## config.mk

```make
export PLATFORM = sky130hd
export DESIGN_NAME = fcsl_top
export DESIGN_NICKNAME = d
export VERILOG_FILES = /design/src/fcsl_pkg.sv /design/src/fcsl_top.sv
export SDC_FILE = /design/constraint.sdc
export NUM_CORES = 1
export LEC_CHECK = 0
export BUFFER_PORTS_ARGS = -buffer_cell sky130_fd_sc_hd__buf_2
export CAP_MARGIN = 5
export CORE_MARGIN = 2
export CORE_UTILIZATION = 52
export DETAILED_ROUTE_END_ITERATION = 10
export PLACE_DENSITY = 0.86
export SYNTH_ARGS = -nofsm -noshare
export SYNTH_HDL_FRONTEND = slang
export SYNTH_SLANG_ARGS = --single-unit
```

## constraint.sdc

```tcl
create_clock -name clk_i -period 2.9 [get_ports clk_i]
set_clock_uncertainty 0.2 [all_clocks]
set_input_delay 0.29 -clock clk_i [delete_from_list [all_inputs] [get_ports clk_i]]
set_output_delay 0.29 -clock clk_i [all_outputs]
set_load 0.1 [all_outputs]
```

## src/fcsl_pkg.sv

```systemverilog
// shared constants and types for the flash command status logic
`default_nettype none
package fcsl_pkg;
    // register word indices, byte address is four times the index
    localparam logic [5:0] IDX_STATUS  = 6'h05;
    localparam logic [5:0] IDX_COMMAND = 6'h06;
    localparam logic [5:0] IDX_IRQ_ST  = 6'h08;
    localparam logic [5:0] IDX_IRQ_MSK = 6'h09;
    localparam logic [5:0] IDX_CTRL    = 6'h0a;

    // flash_status bit positions
    localparam int STAT_CMD_BUFFER_EMPTY_FLAG = 7;
    localparam int STAT_CMD_COMPLETE_FLAG  = 6;
    localparam int STAT_PROTECT_VIOLATION_FLAG = 5;
    localparam int STAT_ACCER = 4;
    localparam int STAT_BLANK = 2;
    localparam int STAT_FAIL  = 1;
    localparam int STAT_DONE  = 0;

    // interrupt status and mask bit positions
    localparam int IRQ_CMD_COMPLETE_FLAG  = 0;
    localparam int IRQ_PROTECT_VIOLATION_FLAG = 1;
    localparam int IRQ_ACCER = 2;
    localparam int IRQ_FAIL  = 3;
    localparam int IRQ_W     = 4;

    // control register bit positions
    localparam int CTRL_SPECIAL = 0;

    // writable command code bits six, five, two and zero
    localparam logic [7:0] CMD_MASK       = 8'h65;
    localparam logic [7:0] CMD_ERASE_VER  = 8'h05;
    localparam logic [7:0] CMD_PROGRAM    = 8'h20;
    localparam logic [7:0] CMD_SECT_ERASE = 8'h40;
    localparam logic [7:0] CMD_MASS_ERASE = 8'h41;

    localparam logic [7:0] RST_COMMAND = 8'h00;
    localparam logic [3:0] RST_IRQ     = 4'h0;

    typedef enum logic [1:0] {
        SEQ_IDLE = 2'b00,
        SEQ_ADDR = 2'b01,
        SEQ_CMD  = 2'b11
    } fcsl_seq_t;

    // request to the program/erase engine
    typedef struct packed {
        logic       start;
        logic       abort;
        logic [7:0] code;
    } fcsl_eng_req_t;

    // answer from the program/erase engine
    typedef struct packed {
        logic done;
        logic blank;
    } fcsl_eng_rsp_t;
endpackage : fcsl_pkg
`default_nettype wire

```

## src/fcsl_top.sv

```systemverilog
// flash command status logic with classic wishbone register slave
//
// Register access over Wishbone was left to the implementer.
`default_nettype none
module fcsl_top #(
    parameter int ADR_W = 8
) (
    input  wire logic                   clk_i,
    input  wire logic                   rst_i,
    input  wire logic                   ce_i,
    input  wire logic                   cyc_i,
    input  wire logic                   stb_i,
    input  wire logic                   we_i,
    input  wire logic [ADR_W-1:0]       adr_i,
    input  wire logic [3:0]             sel_i,
    input  wire logic [31:0]            dat_i,
    output logic      [31:0]            dat_o,
    output logic                        ack_o,
    input  wire logic                   stop_req_i,
    input  wire logic                   array_write_i,
    input  wire logic                   array_protected_i,
    input  wire logic                   any_protect_i,
    input  wire fcsl_pkg::fcsl_eng_rsp_t eng_rsp_i,
    output fcsl_pkg::fcsl_eng_req_t     eng_req_o,
    output logic                        irq_o
);
    import fcsl_pkg::*;

    if (ADR_W < 8) begin : g_chk
        $error("fcsl_top: ADR_W must be at least 8");
    end

    function automatic logic cmd_valid(input logic [7:0] code);
        cmd_valid = (code == CMD_ERASE_VER) || (code == CMD_PROGRAM) ||
                    (code == CMD_SECT_ERASE) || (code == CMD_MASS_ERASE);
    endfunction : cmd_valid

    fcsl_seq_t        seq;
    fcsl_seq_t        next_seq;
    logic [7:0]       cmd_reg;
    logic [7:0]       pend_code;
    logic [7:0]       cur_code;
    logic             busy;
    logic             pending;
    logic             protect_violation_flag;
    logic             access_error_flag;
    logic             blank;
    logic             fail;
    logic             special;
    logic [IRQ_W-1:0] irq_st;
    logic [IRQ_W-1:0] irq_msk;

    // bus decode
    logic       req;
    logic       acc;
    logic       wr;
    logic [5:0] idx;
    logic       wr_stat;
    logic       wr_cmd;
    logic       rd_irq;
    assign req     = cyc_i & stb_i;
    assign acc     = req & ack_o & ce_i;
    assign wr      = acc & we_i & sel_i[0];
    assign idx     = adr_i[7:2];
    assign wr_stat = wr & (idx == IDX_STATUS);
    assign wr_cmd  = wr & (idx == IDX_COMMAND);
    assign rd_irq  = acc & ~we_i & (idx == IDX_IRQ_ST);

    // derived status
    logic cmd_buffer_empty_flag;
    logic cmd_complete_flag;
    logic locked;
    logic done_flag;
    assign cmd_buffer_empty_flag     = ~pending;
    assign cmd_complete_flag      = ~busy & ~pending;
    assign locked    = protect_violation_flag | access_error_flag | fail;
    assign done_flag = special ? ~busy : 1'b1;

    // sequence events
    logic stop_abort;
    logic aw_ok;
    logic code_ok;
    logic launch_ok;
    logic pv_set;
    logic ae_set;
    assign stop_abort = stop_req_i & ~cmd_complete_flag;
    assign aw_ok      = array_write_i & (seq == SEQ_IDLE) & cmd_buffer_empty_flag & ~locked;
    assign code_ok    = cmd_valid(dat_i[7:0]);
    assign launch_ok  = wr_stat & dat_i[STAT_CMD_BUFFER_EMPTY_FLAG] & (seq == SEQ_CMD) & ~locked;
    assign pv_set     = (aw_ok & array_protected_i) |
                        (wr_cmd & (seq == SEQ_ADDR) & code_ok &
                         (dat_i[7:0] == CMD_MASS_ERASE) & any_protect_i);
    assign ae_set     = (array_write_i & ~((seq == SEQ_IDLE) & cmd_buffer_empty_flag)) |
                        (wr_cmd & ((seq != SEQ_ADDR) | ~code_ok)) |
                        (wr_stat & ~dat_i[STAT_CMD_BUFFER_EMPTY_FLAG] & (seq != SEQ_IDLE)) |
                        stop_abort;

    // engine issue
    logic done_now;
    logic free;
    logic issue_pend;
    logic issue_new;
    logic buffer_new;
    logic ev_done;
    logic ev_cmd_complete_flag;
    logic fail_set;
    assign done_now   = busy & eng_rsp_i.done;
    assign free       = ~busy | done_now;
    assign issue_pend = pending & free & ~stop_abort;
    assign issue_new  = launch_ok & free & ~pending & ~stop_abort;
    assign buffer_new = launch_ok & ~issue_new & ~stop_abort;
    assign ev_done    = done_now & (cur_code == CMD_ERASE_VER);
    assign ev_cmd_complete_flag    = done_now & ~pending & ~launch_ok & ~stop_abort;
    assign fail_set   = ev_done & ~eng_rsp_i.blank & special;

    always_comb begin
        next_seq = seq;
        case (seq)
            SEQ_IDLE: begin
                if (aw_ok && !array_protected_i) begin
                    next_seq = SEQ_ADDR;
                end
            end
            SEQ_ADDR: begin
                if (array_write_i || (wr_stat && !dat_i[STAT_CMD_BUFFER_EMPTY_FLAG])) begin
                    next_seq = SEQ_IDLE;
                end else if (wr_cmd) begin
                    next_seq = (code_ok && !pv_set) ? SEQ_CMD : SEQ_IDLE;
                end
            end
            SEQ_CMD: begin
                if (array_write_i || wr_cmd || (wr_stat && (!dat_i[STAT_CMD_BUFFER_EMPTY_FLAG] || launch_ok))) begin
                    next_seq = SEQ_IDLE;
                end
            end
            default: next_seq = SEQ_IDLE;
        endcase
        if (stop_abort) begin
            next_seq = SEQ_IDLE;
        end
    end

    always_ff @(posedge clk_i) begin
        if (rst_i) begin
            seq <= SEQ_IDLE;
        end else if (ce_i) begin
            seq <= next_seq;
        end
    end

    // command register keeps only the code bits
    always_ff @(posedge clk_i) begin
        if (rst_i) begin
            cmd_reg <= RST_COMMAND;
        end else if (ce_i && wr_cmd && seq == SEQ_ADDR && code_ok) begin
            cmd_reg <= dat_i[7:0] & CMD_MASK;
        end
    end

    // engine tracking
    always_ff @(posedge clk_i) begin
        if (rst_i) begin
            busy      <= 1'b0;
            pending   <= 1'b0;
            pend_code <= RST_COMMAND;
            cur_code  <= RST_COMMAND;
            eng_req_o <= '0;
        end else if (ce_i) begin
            eng_req_o.start <= issue_pend | issue_new;
            eng_req_o.abort <= stop_abort;
            if (stop_abort) begin
                busy    <= 1'b0;
                pending <= 1'b0;
            end else begin
                busy    <= issue_pend | issue_new | (busy & ~done_now);
                pending <= buffer_new | (pending & ~issue_pend);
            end
            if (buffer_new) begin
                pend_code <= cmd_reg;
            end
            if (issue_pend) begin
                cur_code       <= pend_code;
                eng_req_o.code <= pend_code;
            end else if (issue_new) begin
                cur_code       <= cmd_reg;
                eng_req_o.code <= cmd_reg;
            end
        end
    end

    // status flags, a set outranks a clear
    always_ff @(posedge clk_i) begin
        if (rst_i) begin
            protect_violation_flag  <= 1'b0;
            access_error_flag <= 1'b0;
            blank  <= 1'b0;
            fail   <= 1'b0;
        end else if (ce_i) begin
            protect_violation_flag  <= pv_set | (protect_violation_flag & ~(wr_stat & dat_i[STAT_PROTECT_VIOLATION_FLAG]));
            access_error_flag <= ae_set | (access_error_flag & ~(wr_stat & dat_i[STAT_ACCER]));
            fail   <= fail_set | (fail & ~(wr_stat & dat_i[STAT_FAIL]));
            if (ev_done && eng_rsp_i.blank) begin
                blank <= 1'b1;
            end else if (launch_ok) begin
                blank <= 1'b0;
            end
        end
    end

    // control register
    always_ff @(posedge clk_i) begin
        if (rst_i) begin
            special <= 1'b0;
        end else if (ce_i && wr && idx == IDX_CTRL) begin
            special <= dat_i[CTRL_SPECIAL];
        end
    end

    // interrupt status, cleared by read of the reported bits
    logic [IRQ_W-1:0] irq_ev;
    assign irq_ev = {fail_set, ae_set, pv_set, ev_cmd_complete_flag};

    always_ff @(posedge clk_i) begin
        if (rst_i) begin
            irq_st  <= RST_IRQ;
            irq_msk <= RST_IRQ;
        end else if (ce_i) begin
            irq_st <= irq_ev | (irq_st & ~(rd_irq ? dat_o[IRQ_W-1:0] : RST_IRQ));
            if (wr && idx == IDX_IRQ_MSK) begin
                irq_msk <= dat_i[IRQ_W-1:0];
            end
        end
    end

    assign irq_o = |(irq_st & irq_msk);

    // read mux, unmapped words read zero
    logic [31:0] rd_val;
    always_comb begin
        rd_val = 32'h0000_0000;
        case (idx)
            IDX_STATUS: begin
                rd_val[STAT_CMD_BUFFER_EMPTY_FLAG] = cmd_buffer_empty_flag;
                rd_val[STAT_CMD_COMPLETE_FLAG]  = cmd_complete_flag;
                rd_val[STAT_PROTECT_VIOLATION_FLAG] = protect_violation_flag;
                rd_val[STAT_ACCER] = access_error_flag;
                rd_val[STAT_BLANK] = blank;
                rd_val[STAT_FAIL]  = fail;
                rd_val[STAT_DONE]  = done_flag;
            end
            IDX_COMMAND: rd_val[7:0]       = cmd_reg & CMD_MASK;
            IDX_IRQ_ST:  rd_val[IRQ_W-1:0] = irq_st;
            IDX_IRQ_MSK: rd_val[IRQ_W-1:0] = irq_msk;
            IDX_CTRL:    rd_val[CTRL_SPECIAL] = special;
            default:     rd_val = 32'h0000_0000;
        endcase
    end

    // one wait state, ack drops the cycle after
    always_ff @(posedge clk_i) begin
        if (rst_i) begin
            ack_o <= 1'b0;
            dat_o <= 32'h0000_0000;
        end else if (ce_i) begin
            ack_o <= req & ~ack_o;
            if (req && !ack_o) begin
                dat_o <= rd_val;
            end
        end
    end
endmodule : fcsl_top
`default_nettype wire

```

* Word-level counts from Yosys, hierarchy flattened *
Cells that the tools add are included.

storage, ports and cells
  register bits after elaboration = 44
  output and inout port bits = 44
  bits of input ports = 56
  word-level logic and storage cells = 172

cells by class
  bitwise logic cells = 86
  reductions and logical operators = 34
  multiplexer cells = 19
  eq/ne operators = 16

operators with widths
  cell                                                   number
  AND 1 bit                                              50
  equality test 6 x 4 -> 1 bit, second input constant    3
  inverter 1 bit                                         18
  equality test 8 x 3 -> 1 bit, second input constant    2
  equality test 8 x 7 -> 1 bit, second input constant    2
  2-to-1 mux 8 bit                                       2
  OR 1 bit                                               14
  equality test 6 x 3 -> 1 bit, second input constant    2
  logical AND 1 bit                                      12
  2-to-1 mux 2 bit                                       6
  AND reduction 2 bit                                    5
  AND 4 bit                                              2
  equality test 8 x 6 -> 1 bit, second input constant    1
  one-hot mux 2 bit (4 select lines)                     1
  one-hot mux 4 bit (2 select lines)                     1
  logical OR 1 bit                                       7
  inequality test 3 x 2 -> 1 bit, second input constant  2
  one-hot mux 2 bit (3 select lines)                     1
  nonzero test 2 bit                                     3
  2-to-1 mux 1 bit                                       5
  one-hot mux 1 bit (5 select lines)                     1
  zero test 1 bit                                        4
  2-to-1 mux 4 bit                                       1
  inequality test 4 bit, second input constant           1
  other kinds (9)                                        9

* Longest topological paths before layout *
Gate-level depths: netlist (run 1).

  depth after elaboration = 18
  gate-level depth with buffers = 7
  gate-level depth less buffers = 5

* Worst setup path after synthesis (run 1) *
OpenSTA, ideal clock, no wires.

  kind = register to register
  from = reg ack_o
  to = reg pend_code[0]
  required time = 2.576 ns
  setup time = 0.124 ns
  arrival = 2.276 ns
  cell stages (with the launch flop) = 6
  period minus slack after synthesis = 2.601 ns
  setup slack = 0.299 ns
  path buffers = 0
  cell sequence = dfxtp_1 -> nand4_1 -> nor4_4 -> o2111ai_2 -> mux2i_1 -> nor2_1

between the ends
  cells in the longest elaborated chain, start to end = 15

ends and longest elaborated chain
  element                                 line             source
  from (decl)                             fcsl_top.sv:18   output logic ack_o,
  from (signal assigned)                  fcsl_top.sv:265  ack_o <= req & ~ack_o;
  AND 1 bit * (2 in a row)                fcsl_top.sv:62   assign acc = req & ack_o & ce_i;
  AND 1 bit * (2 in a row)                fcsl_top.sv:63   assign wr = acc & we_i & sel_i[0];
  AND 1 bit *                             fcsl_top.sv:65   assign wr_stat = wr & (idx == IDX_STATUS);
  AND 1 bit * (3 in a row)                fcsl_top.sv:89   assign launch_ok = wr_stat & dat_i[STAT_CMD_BUFFER_EMPTY_FLAG] & (seq == SEQ_CMD) & ~locked;
  AND 1 bit (3 in a row)                  fcsl_top.sv:110  assign issue_new = launch_ok & free & ~pending & ~stop_abort;
  inverter 1 bit                          fcsl_top.sv:111  assign buffer_new = launch_ok & ~issue_new & ~stop_abort;
  AND 1 bit * (2 in a row)                fcsl_top.sv:111
  AND reduction 2 bit (no source line) *  -
  to (signal assigned)                    fcsl_top.sv:179  pend_code <= cmd_reg;
  to (decl)                               fcsl_top.sv:41   logic [7:0] pend_code;

Every way passes the cells marked *; elsewhere a longest branch is shown, timed or not.
A chain may end at the register's enable or synchronous reset.

* Worst setup path in the final report (run 1) *
  from = reg access_error_flag
  to = reg pend_code[6]

between the ends
  cells in the longest elaborated chain, start to end = 11

ends and longest elaborated chain
  element                                 line             source
  from (decl)                             fcsl_top.sv:46   logic access_error_flag;
  from (signal assigned)                  fcsl_top.sv:200  access_error_flag <= ae_set | (access_error_flag & ~(wr_stat & dat_i[STAT_ACCER]));
  OR 1 bit * (2 in a row)                 fcsl_top.sv:76   assign locked = protect_violation_flag | access_error_flag | fail;
  inverter 1 bit *                        fcsl_top.sv:89
  AND 1 bit *                             fcsl_top.sv:89
  AND 1 bit (3 in a row)                  fcsl_top.sv:110
  inverter 1 bit                          fcsl_top.sv:111
  AND 1 bit * (2 in a row)                fcsl_top.sv:111
  AND reduction 2 bit (no source line) *  -

Marked as above.

==> results of run 1 <==
==> logic make-up (layout without fill, tap and decap cells) <==
| kind of cell | after synthesis | in the layout | share of synthesized area [%] |
|---|---|---|---|
| buffers and inverters | 43 | 56 | 13.70 |
| DFF | 40 | 40 | 33.99 |
| AOI/OAI and AO/OA | 51 | 51 | 14.66 |
| other | 1 | 28 | 0.1592 |
| and+or+nand+nor | 114 | 114 | 26.02 |
| muxes | 26 | 26 | 11.47 |
==> metal layers <==
layer  up-vias  share of wire, %  track usage [%]
met2       101                47            34.57
met4         0               2.5            8.805
li1       1005                 -                -
met5         -                 0                0
met3        14               8.5            5.204
met1       942                42            25.67
==> worst min path at each step <==
stage / to / slack, ps / depth (start not counted)
after floorplan: special$_SDFFE_PP0P_ / 230 / 2
after global placement: dat_o[4]$_SDFFE_PP0P_ / 240 / 2
after detailed placement: dat_o[4]$_SDFFE_PP0P_ / 250 / 2
after CTS: blank$_SDFFE_PP0P_ / 60 / 3
after global routing: protect_violation_flag$_SDFFE_PP0P_ / 80 / 2
final: blank$_SDFFE_PP0P_ / 70 / 3
==> through the flow <==
| stage | worst slack, ps | std cells | hold WS [ps] | area, sq um | utilization, % |
|---|---|---|---|---|---|
| detailed placement | 518.4 | 359 | 246.3 | 2444 | 56.12 |
| global route | 647.5 | 367 | 76.92 | 2529 | 58.07 |
| finish | 729.9 | 367 | 67.80 | 2529 | 58.07 |
| CTS | 739.2 | 367 | 64.21 | 2529 | 58.07 |
| floorplan | 299.5 | 302 | 233.9 | 2457 | - |
| global placement | 565.9 | 359 | 243.2 | 2444 | 56.12 |
==> synth_stat cells, types with 2 or more instances <==
cell      instances  area, sq um
nand2_1          24        90.09
clkbuf_1          4        15.01
nand3_1           7        35.03
nor2b_1           3        18.77
buf_4            29        217.7
a22oi_1           4        30.03
a21boi_0          2        15.01
o21ai_0           6        30.03
a221oi_1          3        26.28
dfxtp_1          40        800.8
and2_1            2        12.51
nand3b_1          2        15.01
inv_1             3        11.26
nor3b_1           3        22.52
nor4b_1           4        35.03
mux2i_1          18        180.2
clkbuf_8          4        55.05
nand2b_1          6        37.54
nor2_1           36        135.1
a211oi_1          2        15.01
a21oi_1          17        85.08
or2_2             2        12.51
nor4bb_1          2        20.02
mux2_2            8        90.09
a31oi_1           2        12.51
o21a_1            4        30.03
nor3_1            8        40.04
nand4_1           3        18.77
==> power by group <==
part           internal (uW)  total, uW  switching (uW)
registers                556        561            5.54
logic                   38.7        280             242
clock network            172        364             193
total                    766       1210             440
==> final cells by class <==
class,count,share of cell area (%)
Clock buffer,7,3.018
Tap cell,52,2.573
Clock inverter,1,0.3464
Inverter,3,0.4453
Timing Repair Buffer,45,9.203
Sequential cell,40,31.67
Multi-Input combinational cell,219,52.75
==> worst register-to-register path, cell delays in order, from the launching register on <==
cell and delay [ps]:
dfxtp_1 340, or3_2 510, nor2_1 370, o2111ai_2 330, mux2i_1 250, nor2_1 50
==> impl_results.md, run 1 <==
* Hold_sp: eng_rsp_i[0]
* I/O Buffers at 42
* CTS tree: built
* Max Clk Rate at 0.4608 GHz
* R2R Setup Slk at 730 ps
* Status: finished, final reports clean
* Die Footprint at 5085 sq um
* Sum Neg Setup Slack at 0 ps
* Nets at 370
* Reg with most FFs: dat_o
* Reg2Reg Depth at 5
* Tot Pwr at 1206 uW
* Gr ovfl total at 0
* Max reg flops at 8
* Top Ports at 100
* Synth cell types at 55
* Clock latency on the worst-skew pair at 290 ps
* Vias in the first global route at 1,876
* Most common cell after layout, fill and taps aside: buf_2
* Reg-to-reg endpoint: pend_code[6]$_SDFFE_PP0P_
* Mean Syn Cell Area at 8.567 sq um
* Post-cts resize count at 0
* Crit path launch type: flip-flop
* FFs w/ async S/R, synth at 0%
* Number of core rows at 24
* Clock buffer count from CTS at 5
* DIE WIDTH at 71.31 microns
* Layout cell share with drive strength beyond 1 at 21.90%
* Post-synth EDFFs at 0
* Syn Inst Count at 275
* WP buf/inv at 0
* RSZ-0062 raised after global routing: no
* Fin. max-slew vios at 0
* Synth Flop Type: dfxtp_1
* Worst setup startpoint: access_error_flag$_SDFFE_PP0P_
* Multi-input gate area at 1334 sq um
* CP endpoint: pend_code[6]$_SDFFE_PP0P_
* Peak supply drop at 0.3217 mV
* Leakage Power at 0.001078 uW
* Most frequent CP cell: nor2_1
* Slowest cell on crit path: or3_2
* Worst rel slew slack at 56.55%
* Root Driver: clkbuf_8
* Synth Warn # at 0
* Critical R2R Launch: access_error_flag$_SDFFE_PP0P_
* Layout fillers at 382
* # diodes at 0
* Crit-path cells: or3_2 > nor2_1 > o2111ai_2 > mux2i_1 > nor2_1
* First-pass GRT wire length at 8.418 mm
* CP max FO at 5
* Core Area at 4354 sq um
* Initial DRC Count at 106
* Crit path depth at 5
* # H-tree levels at 2
* Crit end category: flip-flop
* Initial core utilization at 54.11%
* Critical setup path kind: reg2reg
* # Post-CTS Setup Buffers at 0
* CTS clk-pin slew, worst paths at 80 ps
* Most frequent cells in the layout: buf_2, dfxtp_1, nor2_1
* Reg area at 800.8 sq um
* Delay-heaviest family, CP: simple AND/OR/NAND/NOR gates
* Critical Path AT at 2150 ps
* Critical Path Max Stage Delay at 510 ps
* Pin count of the biggest net entering global routing at 31
* Initial antenna violation count at 0
* WL/cell at 14.59 microns
* Routed Antenna Nets at 0
* Routed via count at 2,062
* Drt first pass iters at 5
* Pwr Density at 476.9 nW/um^2
* GP Congestion at 0.8957
* Die H at 71.31 microns
* Register area share after synthesis at 33.99%
* Worst-Margin Slew at 649.4 ps
* Overall routing resource usage at 20.80%
* Cts hold-fix bufs at 0
* Max Cap Viol at 0
* Area Growth Syn to Fin at 7.329%
* Final setup fails at 0
* Synthesized flop and latch total at 40
* DRT Wirelength at 5.354 mm
* Critical Path RT at 2880 ps
* Final hold violations at 0
* HP Class: in2reg
* DRC violations left at 0
* Period utilization at 74.83%
* DP HPWL at 4.120 mm
* Min cycle time layout at 2170 ps
* Mapped Area at 2356 sq um
* Clock tree buffer depth at 2
* Drt via density at 5.619
* Clk sinks at 40
Power figures use the tool's default switching activity.
==> run 2, diff against run 1 <==
ABC_AREA = 1   (was unset)
CORE_UTILIZATION = 48   (was 52)
PLACE_DENSITY = 0.81   (was 0.86)
clock period = 2.3 ns   (was 2.9 ns; I/O delays follow)
==> run 2 against run 1 <==
Effect of this change: area after synthesis down 2.1%; hold slack worse by 62 ps; critical path depth rose by 5; final cell count grew 20%; total power is 39% higher; worst setup slack worse by 190 ps; clock power increased by 60%; die area increased by 5.7%; critical path type unchanged; critical endpoint is now seq[1]$_SDFFE_PP0P_; largest cell class unchanged.
==> impl_results.md, run 2 <==
* DP HPWL at 4.144 mm (+0.60%)
* Critical Path AT at 1790 ps (-360 ps)
* Crit path launch type: flip-flop
* # H-tree levels at 2 (unchanged)
* Pwr Density at 646.8 nW/um^2 (+36%)
* Critical Path RT at 2330 ps (-550 ps)
* Sum Neg Setup Slack at 0 ps (unchanged)
* Routed via count at 2,231 (+8.2%)
* Synth area leaders: dfxtp_1, nand2_1, buf_4
* Top-count cell post-synth: nand2_1
* Cts hold-fix bufs at 0 (unchanged)
* Int Pwr at 1075 uW (+40%)
* Syn Inst Count at 341 (+24%)
* Gr ovfl total at 0 (unchanged)
* Top Ports at 100 (unchanged)
* Sequential Power Share at 42.5% (-4.0 points)
* Synthesized flop and latch total at 40 (unchanged)
* Clk pwr share at 34.8% (+4.6 points)
* Most common cell after layout, fill and taps aside: nand2_1
* Synth cell types at 33 (-40%)
* Final setup fails at 0 (unchanged)
* CTS tree: built
* Synth Warn # at 0 (unchanged)
* Leakage Power at 0.001208 uW (+12%)
* DRC violations left at 0 (unchanged)
* Initial core utilization at 49.17% (-4.9 points)
* WL/cell at 12.29 microns (-16%)
* I/O Buffers at 42 (unchanged)
* Crit end category: flip-flop
* Final core occ at 55.17% (-2.9 points)
* Initial DRC Count at 166 (+57%)
* Layout cell share with drive strength beyond 1 at 20.41% (-1.5 points)
* # diodes at 0 (unchanged)
* Area Growth Syn to Fin at 12.20%
* # Post-CTS Setup Buffers at 0 (unchanged)
* Root Driver: clkbuf_8
* Synth area leader: dfxtp_1
* Final hold violations at 0 (unchanged)
* Period utilization at 76.66% (+1.8 points)
* Peak supply drop at 0.2518 mV (-22%)
* First-pass GRT wire length at 9.011 mm (+7.0%)
* CTS clk-pin slew, worst paths at 80 ps (about the same)
* Routed Antenna Nets at 0 (unchanged)
* GP Congestion at 0.9084 (+1.4%)
* Reg with most FFs: dat_o
* NetSw at 599.9 uW (+36%)
* Core Area at 4692 sq um (+7.8%)
* Post-cts resize count at 0 (unchanged)
* Max Clk Rate at 0.5671 GHz (+23%)
* RSZ-0062 raised after global routing: no
* Register area share after synthesis at 34.71% (+0.72 points)
* Clk sinks at 40 (unchanged)
* WHS at 6.075 ps (-61.73 ps)
* HP Class: in2reg
* Die H at 73.33 microns (+2.8%)
* DRT Wirelength at 5.422 mm (+1.3%)
* Most frequent cells in the layout: nand2_1, buf_2, a21oi_1, dfxtp_1, inv_1
* Mean Syn Cell Area at 6.766 sq um (-21%)
* Synth Flop Type: dfxtp_1
* DIE WIDTH at 73.33 microns (+2.8%)
* Clock tree buffer depth at 2 (unchanged)
* Initial antenna violation count at 0 (unchanged)
* Nets at 442 (+19%)
* Switch share at 35.83% (-0.63 points)
* Drt via density at 5.059 (-10%)
* Max Cap Viol at 0 (unchanged)
* Mapped Area at 2307 sq um (-2.1%)
* Top cells by count, synth: nand2_1, dfxtp_1, a21oi_1, inv_1, nor2_1
* Share of the synthesized area in the top cell type at 34.71% (+0.72 points)
* Number of core rows at 25 (+4.2%)
* Vias in the first global route at 2,059 (+9.8%)
* CP max FO at 4 (-1)
* Max reg flops at 8 (unchanged)
* Status: finished, final reports clean
* Die Footprint at 5377 sq um (+5.7%)
* Clock latency on the worst-skew pair at 300 ps (about the same)
* Overall routing resource usage at 21.44% (+0.64 points)
* Clock buffer count from CTS at 5 (unchanged)
* Combinational power share at 22.7% (-0.5 points)
* Fin. max-slew vios at 0 (unchanged)
* Pin count of the biggest net entering global routing at 24 (-23%)
* Post-synth EDFFs at 0 (unchanged)
* Critical setup path kind: reg2reg
* Drt first pass iters at 4 (-1)
* Min cycle time layout at 1763 ps (-406.9 ps)
* FFs w/ async S/R, synth at 0% (unchanged)
-- run 2: final timing paths --
kind	startpoint	depth (start not counted)	slack (ps)	to
worst max-delay path	ack_o$_SDFFE_PP0P_	10	540	seq[1]$_SDFFE_PP0P_
worst min-delay path	dat_i[3]	3	6	irq_msk[3]$_SDFFE_PP0P_
worst max register to register	ack_o$_SDFFE_PP0P_	10	540	seq[1]$_SDFFE_PP0P_
worst min register to register	pend_code[6]$_SDFFE_PP0P_	2	250	pend_code[6]$_SDFFE_PP0P_
-- run 2: through the flow --
stage / total power (uW) / instance area, sq um / setup WS [ps] / std cells
after floorplan: 1086 / 2416 / 315.0 / 368
after CTS: 1669 / 2589 / 555.1 / 441
final: 1674 / 2589 / 536.8 / 441
after detailed placement: 1106 / 2477 / 416.6 / 433
after global routing: 1727 / 2589 / 374.8 / 441
after global placement: 1102 / 2477 / 442.8 / 433
-- run 2: cells by family after synthesis --
| group | count (synthesis) | synth area share (%) |
|---|---|---|
| buffers and inverters | 78 | 17.35 |
| other | 1 | 0.1625 |
| AND/OR/NAND/NOR | 146 | 29.94 |
| AO/OA/AOI/OAI | 76 | 17.84 |
| flip-flops | 40 | 34.71 |
-- run 2: critical path: stages (launching register included) --
cell and delay, ps:
dfxtp_2 350, nand2_1 70, inv_2 100, nand3b_4 100, nor2_1 280, a21oi_1 160, nand2_1 120, nand2_1 80
inv_1 60, nand2_1 60, a21oi_1 110
-- run 2: layout make-up --
cell class                      count  area [sq um]
Clock buffer                        5         68.82
Clock inverter                      3         42.54
Fill cell                         469          2103
Inverter                           45         168.9
Multi-Input combinational cell    250          1214
Sequential cell                    40         802.0
Tap cell                           54         67.56
Timing Repair Buffer               44         225.2
-- run 2: metal layers --
metal,vias up,track usage (%),wire [microns]
met3,8,4.664,347
li1,1143,-,-
met2,82,36.84,2625
met5,-,0,0
met4,0,6.465,65
met1,998,26.88,2383
-- run 2: power by group through the flow --
stage / Sequential [uW] / Combinational [uW] / Clock [uW]
6_report: 712 / 380 / 583
5_1_grt: 714 / 403 / 610
4_1_cts: 712 / 379 / 579
3_5_place_dp: 728 / 378 / 0
3_3_place_gp: 728 / 374 / 0
2_1_floorplan: 775 / 312 / 0
==> run 3, diff against run 2 <==
CORE_UTILIZATION = 43   (was 48)
PLACE_DENSITY = 0.76   (was 0.81)
clock period = 1.5 ns   (was 2.3 ns; I/O delays follow)
==> run 3 against run 2 <==
Effect of this change: the run now ends with setup timing left; register-to-register slack worse by 760 ps; sequential power up 53%; sequential share of layout area fell by 6.1 points; critical path depth unchanged; clock power increased by 52%; via count is 13% higher; total power increased by 60%; core utilization is 9.7 points higher; non-clock buffer count grew 56; largest power group unchanged.
==> impl_results.md, run 3 (synthesis gave the netlist of run 2 again) <==
* Initial core utilization at 44.89% (-4.3 points)
* Number of core rows at 26 (+4.0%)
* # H-tree levels at 2 (unchanged)
* DRT Wirelength at 6.822 mm (+26%)
* DRC violations left at 0 (unchanged)
* Max reg flops at 8 (unchanged)
* Most frequent cells in the layout: nand2_1, buf_4, buf_2
* CP max FO at 3 (-1)
* Fin. max-slew vios at 0 (unchanged)
* Routed via count at 2,514 (+13%)
* Most common cell after layout, fill and taps aside: nand2_1
* Root Driver: clkbuf_8
* Vias in the first global route at 2,377 (+15%)
* Status: complete, but fails checks
* Max Cap Viol at 0 (unchanged)
* HP Class: in2reg
* Failing checks: setup timing
* Routed Antenna Nets at 0 (unchanged)
* # diodes at 0 (unchanged)
* I/O Buffers at 42 (unchanged)
* Pin count of the biggest net entering global routing at 23 (-4.2%)
* Critical Path RT at 1530 ps (-800 ps)
* Max Clk Rate at 0.5806 GHz (+2.4%)
* Layout cell share with drive strength beyond 1 at 42.57% (+22 points)
* Clock tree buffer depth at 2 (unchanged)
* Drt first pass iters at 4 (unchanged)
* Final core occ at 64.92% (+9.7 points)
* Nets at 499 (+13%)
* Critical Path Max Stage Delay at 350 ps (about the same)
* Final setup fails at 19 (+19)
* Area Growth Syn to Fin at 44.63%
* Reg with most FFs: dat_o
* Critical Path AT at 1760 ps (-30 ps)
* Clk sinks at 40 (unchanged)
* Pwr Density at 804.5 nW/um^2 (+24%)
* Peak supply drop at 0.5049 mV (+100%)
* Most frequent CP cell: nand2_2
* Clock latency on the worst-skew pair at 300 ps (about the same)
* Setup ws final at -222.5 ps (-759.3 ps)
* Final hold violations at 0 (unchanged)
* RSZ-0062 raised after global routing: yes
* Top Ports at 100 (unchanged)
* Die Footprint at 5968 sq um (+11%)
* Crit-path cells: nand2_2 > inv_2 > buf_4 > nand3b_4 > nor2_4 > a21oi_1 > nand3_1 > nor2_1 > nand2_2 > a21oi_2
* Gr ovfl total at 0 (unchanged)
* Critical setup path kind: reg2reg
* Overall routing resource usage at 22.21% (+0.77 points)
* Initial antenna violation count at 0 (unchanged)
* Sum Neg Setup Slack at -1786 ps (-1786 ps)
* CTS clk-pin slew, worst paths at 80 ps (about the same)
* Die H at 77.25 microns (+5.3%)
* Drt via density at 4.891 (-3.3%)
* Crit end category: flip-flop
* Crit path launch type: flip-flop
* Min cycle time layout at 1722 ps (-40.73 ps)
* Leakage Power at 0.001541 uW (+28%)
* Initial DRC Count at 185 (+11%)
* Clock buffer count from CTS at 5 (unchanged)
* GP Congestion at 0.9356 (+3.0%)
* WL/cell at 13.27 microns (+8.0%)
* Slowest cell on crit path: dfxtp_4
* DP HPWL at 4.572 mm (+10%)
* Core Area at 5140 sq um (+9.5%)
* CTS tree: built
* DIE WIDTH at 77.25 microns (+5.3%)
* First-pass GRT wire length at 10.56 mm (+17%)
* Period utilization at 114.8% (+38 points)
==> run 3: changes by cell type in the layout (fill, tap and decap cells not counted), moves of 7 or more <==
cell           previous run  this run
nor2_1                   30        23
o21ai_0                  26        11
o21ai_2                   2        10
inv_1                    37        30
buf_6                     0        10
nand2_2                   3        11
dlygate4sd3_1             0         7
dfxtp_1                  39        22
buf_4                     2        42
dfxtp_2                   1        15
nand2_1                  72        62
==> run 3: layer usage <==
metal | routed length (microns) | global-route usage, %
met1 | 2825 | 27.10
met2 | 3366 | 37.57
met3 | 467 | 5.294
met4 | 162 | 8.750
met5 | 0 | 0
==> run 3: stage by stage <==
step                      cells  area, sq um  hold WS (ps)  setup slack, ps  power [uW]
after global routing        514         3337         40.79           -316.0        2773
after CTS                   509         3159         33.46           -166.5        2653
after global placement      483         2820         225.7           -114.9        1733
final                       514         3337         28.48           -222.5        2685
after floorplan             368         2469         28.02           -277.5        1663
after detailed placement    483         2820         235.3           -155.3        1742
==> run 3: area by class of cell <==
| class | count | area (sq um) |
|---|---|---|
| tap | 70 | 87.58 |
| multi-input combinational | 251 | 1418 |
| timing repair buffer | 100 | 718.2 |
| clock buffer | 6 | 72.57 |
| inverter | 45 | 175.2 |
| sequential | 40 | 830.8 |
| fill | 451 | 1803 |
| clock inverter | 2 | 35.03 |
==> run 3: worst paths after layout <==
check	slack [ps]	startpoint	cells past startpoint	end
hold / removal	30	dat_i[1]	4	irq_msk[1]$_SDFFE_PP0P_
setup reg to reg	-220	ack_o$_SDFFE_PP0P_	10	seq[0]$_SDFFE_PP0P_
setup / recovery	-220	ack_o$_SDFFE_PP0P_	10	seq[0]$_SDFFE_PP0P_
hold reg to reg	250	pend_code[5]$_SDFFE_PP0P_	2	pend_code[5]$_SDFFE_PP0P_
==> run 3: timing repair <==
item                                    CTS  global route
setup buffers                            10             7
endpoints found under the hold margin     7             0
pin swaps                                15            21
cloned                                    1             0
endpoints found under the setup margin   25            35
hold buffers                              7             0
resized for setup                        22            54
==> run 3: critical path: cells and delay by family (launching register included) <==
kind            cells  cell delay [ps]
simple gates        6              590
flops               1              350
compound gates      2              340
buf+inv             2              170
==> run 3: power by group <==
part	total, uW	leakage, uW	internal (uW)	switching, uW
Sequential	1090	0.000333	1080	12.6
Clock	887	0.0000552	494	393
Combinational	709	0.00115	154	554
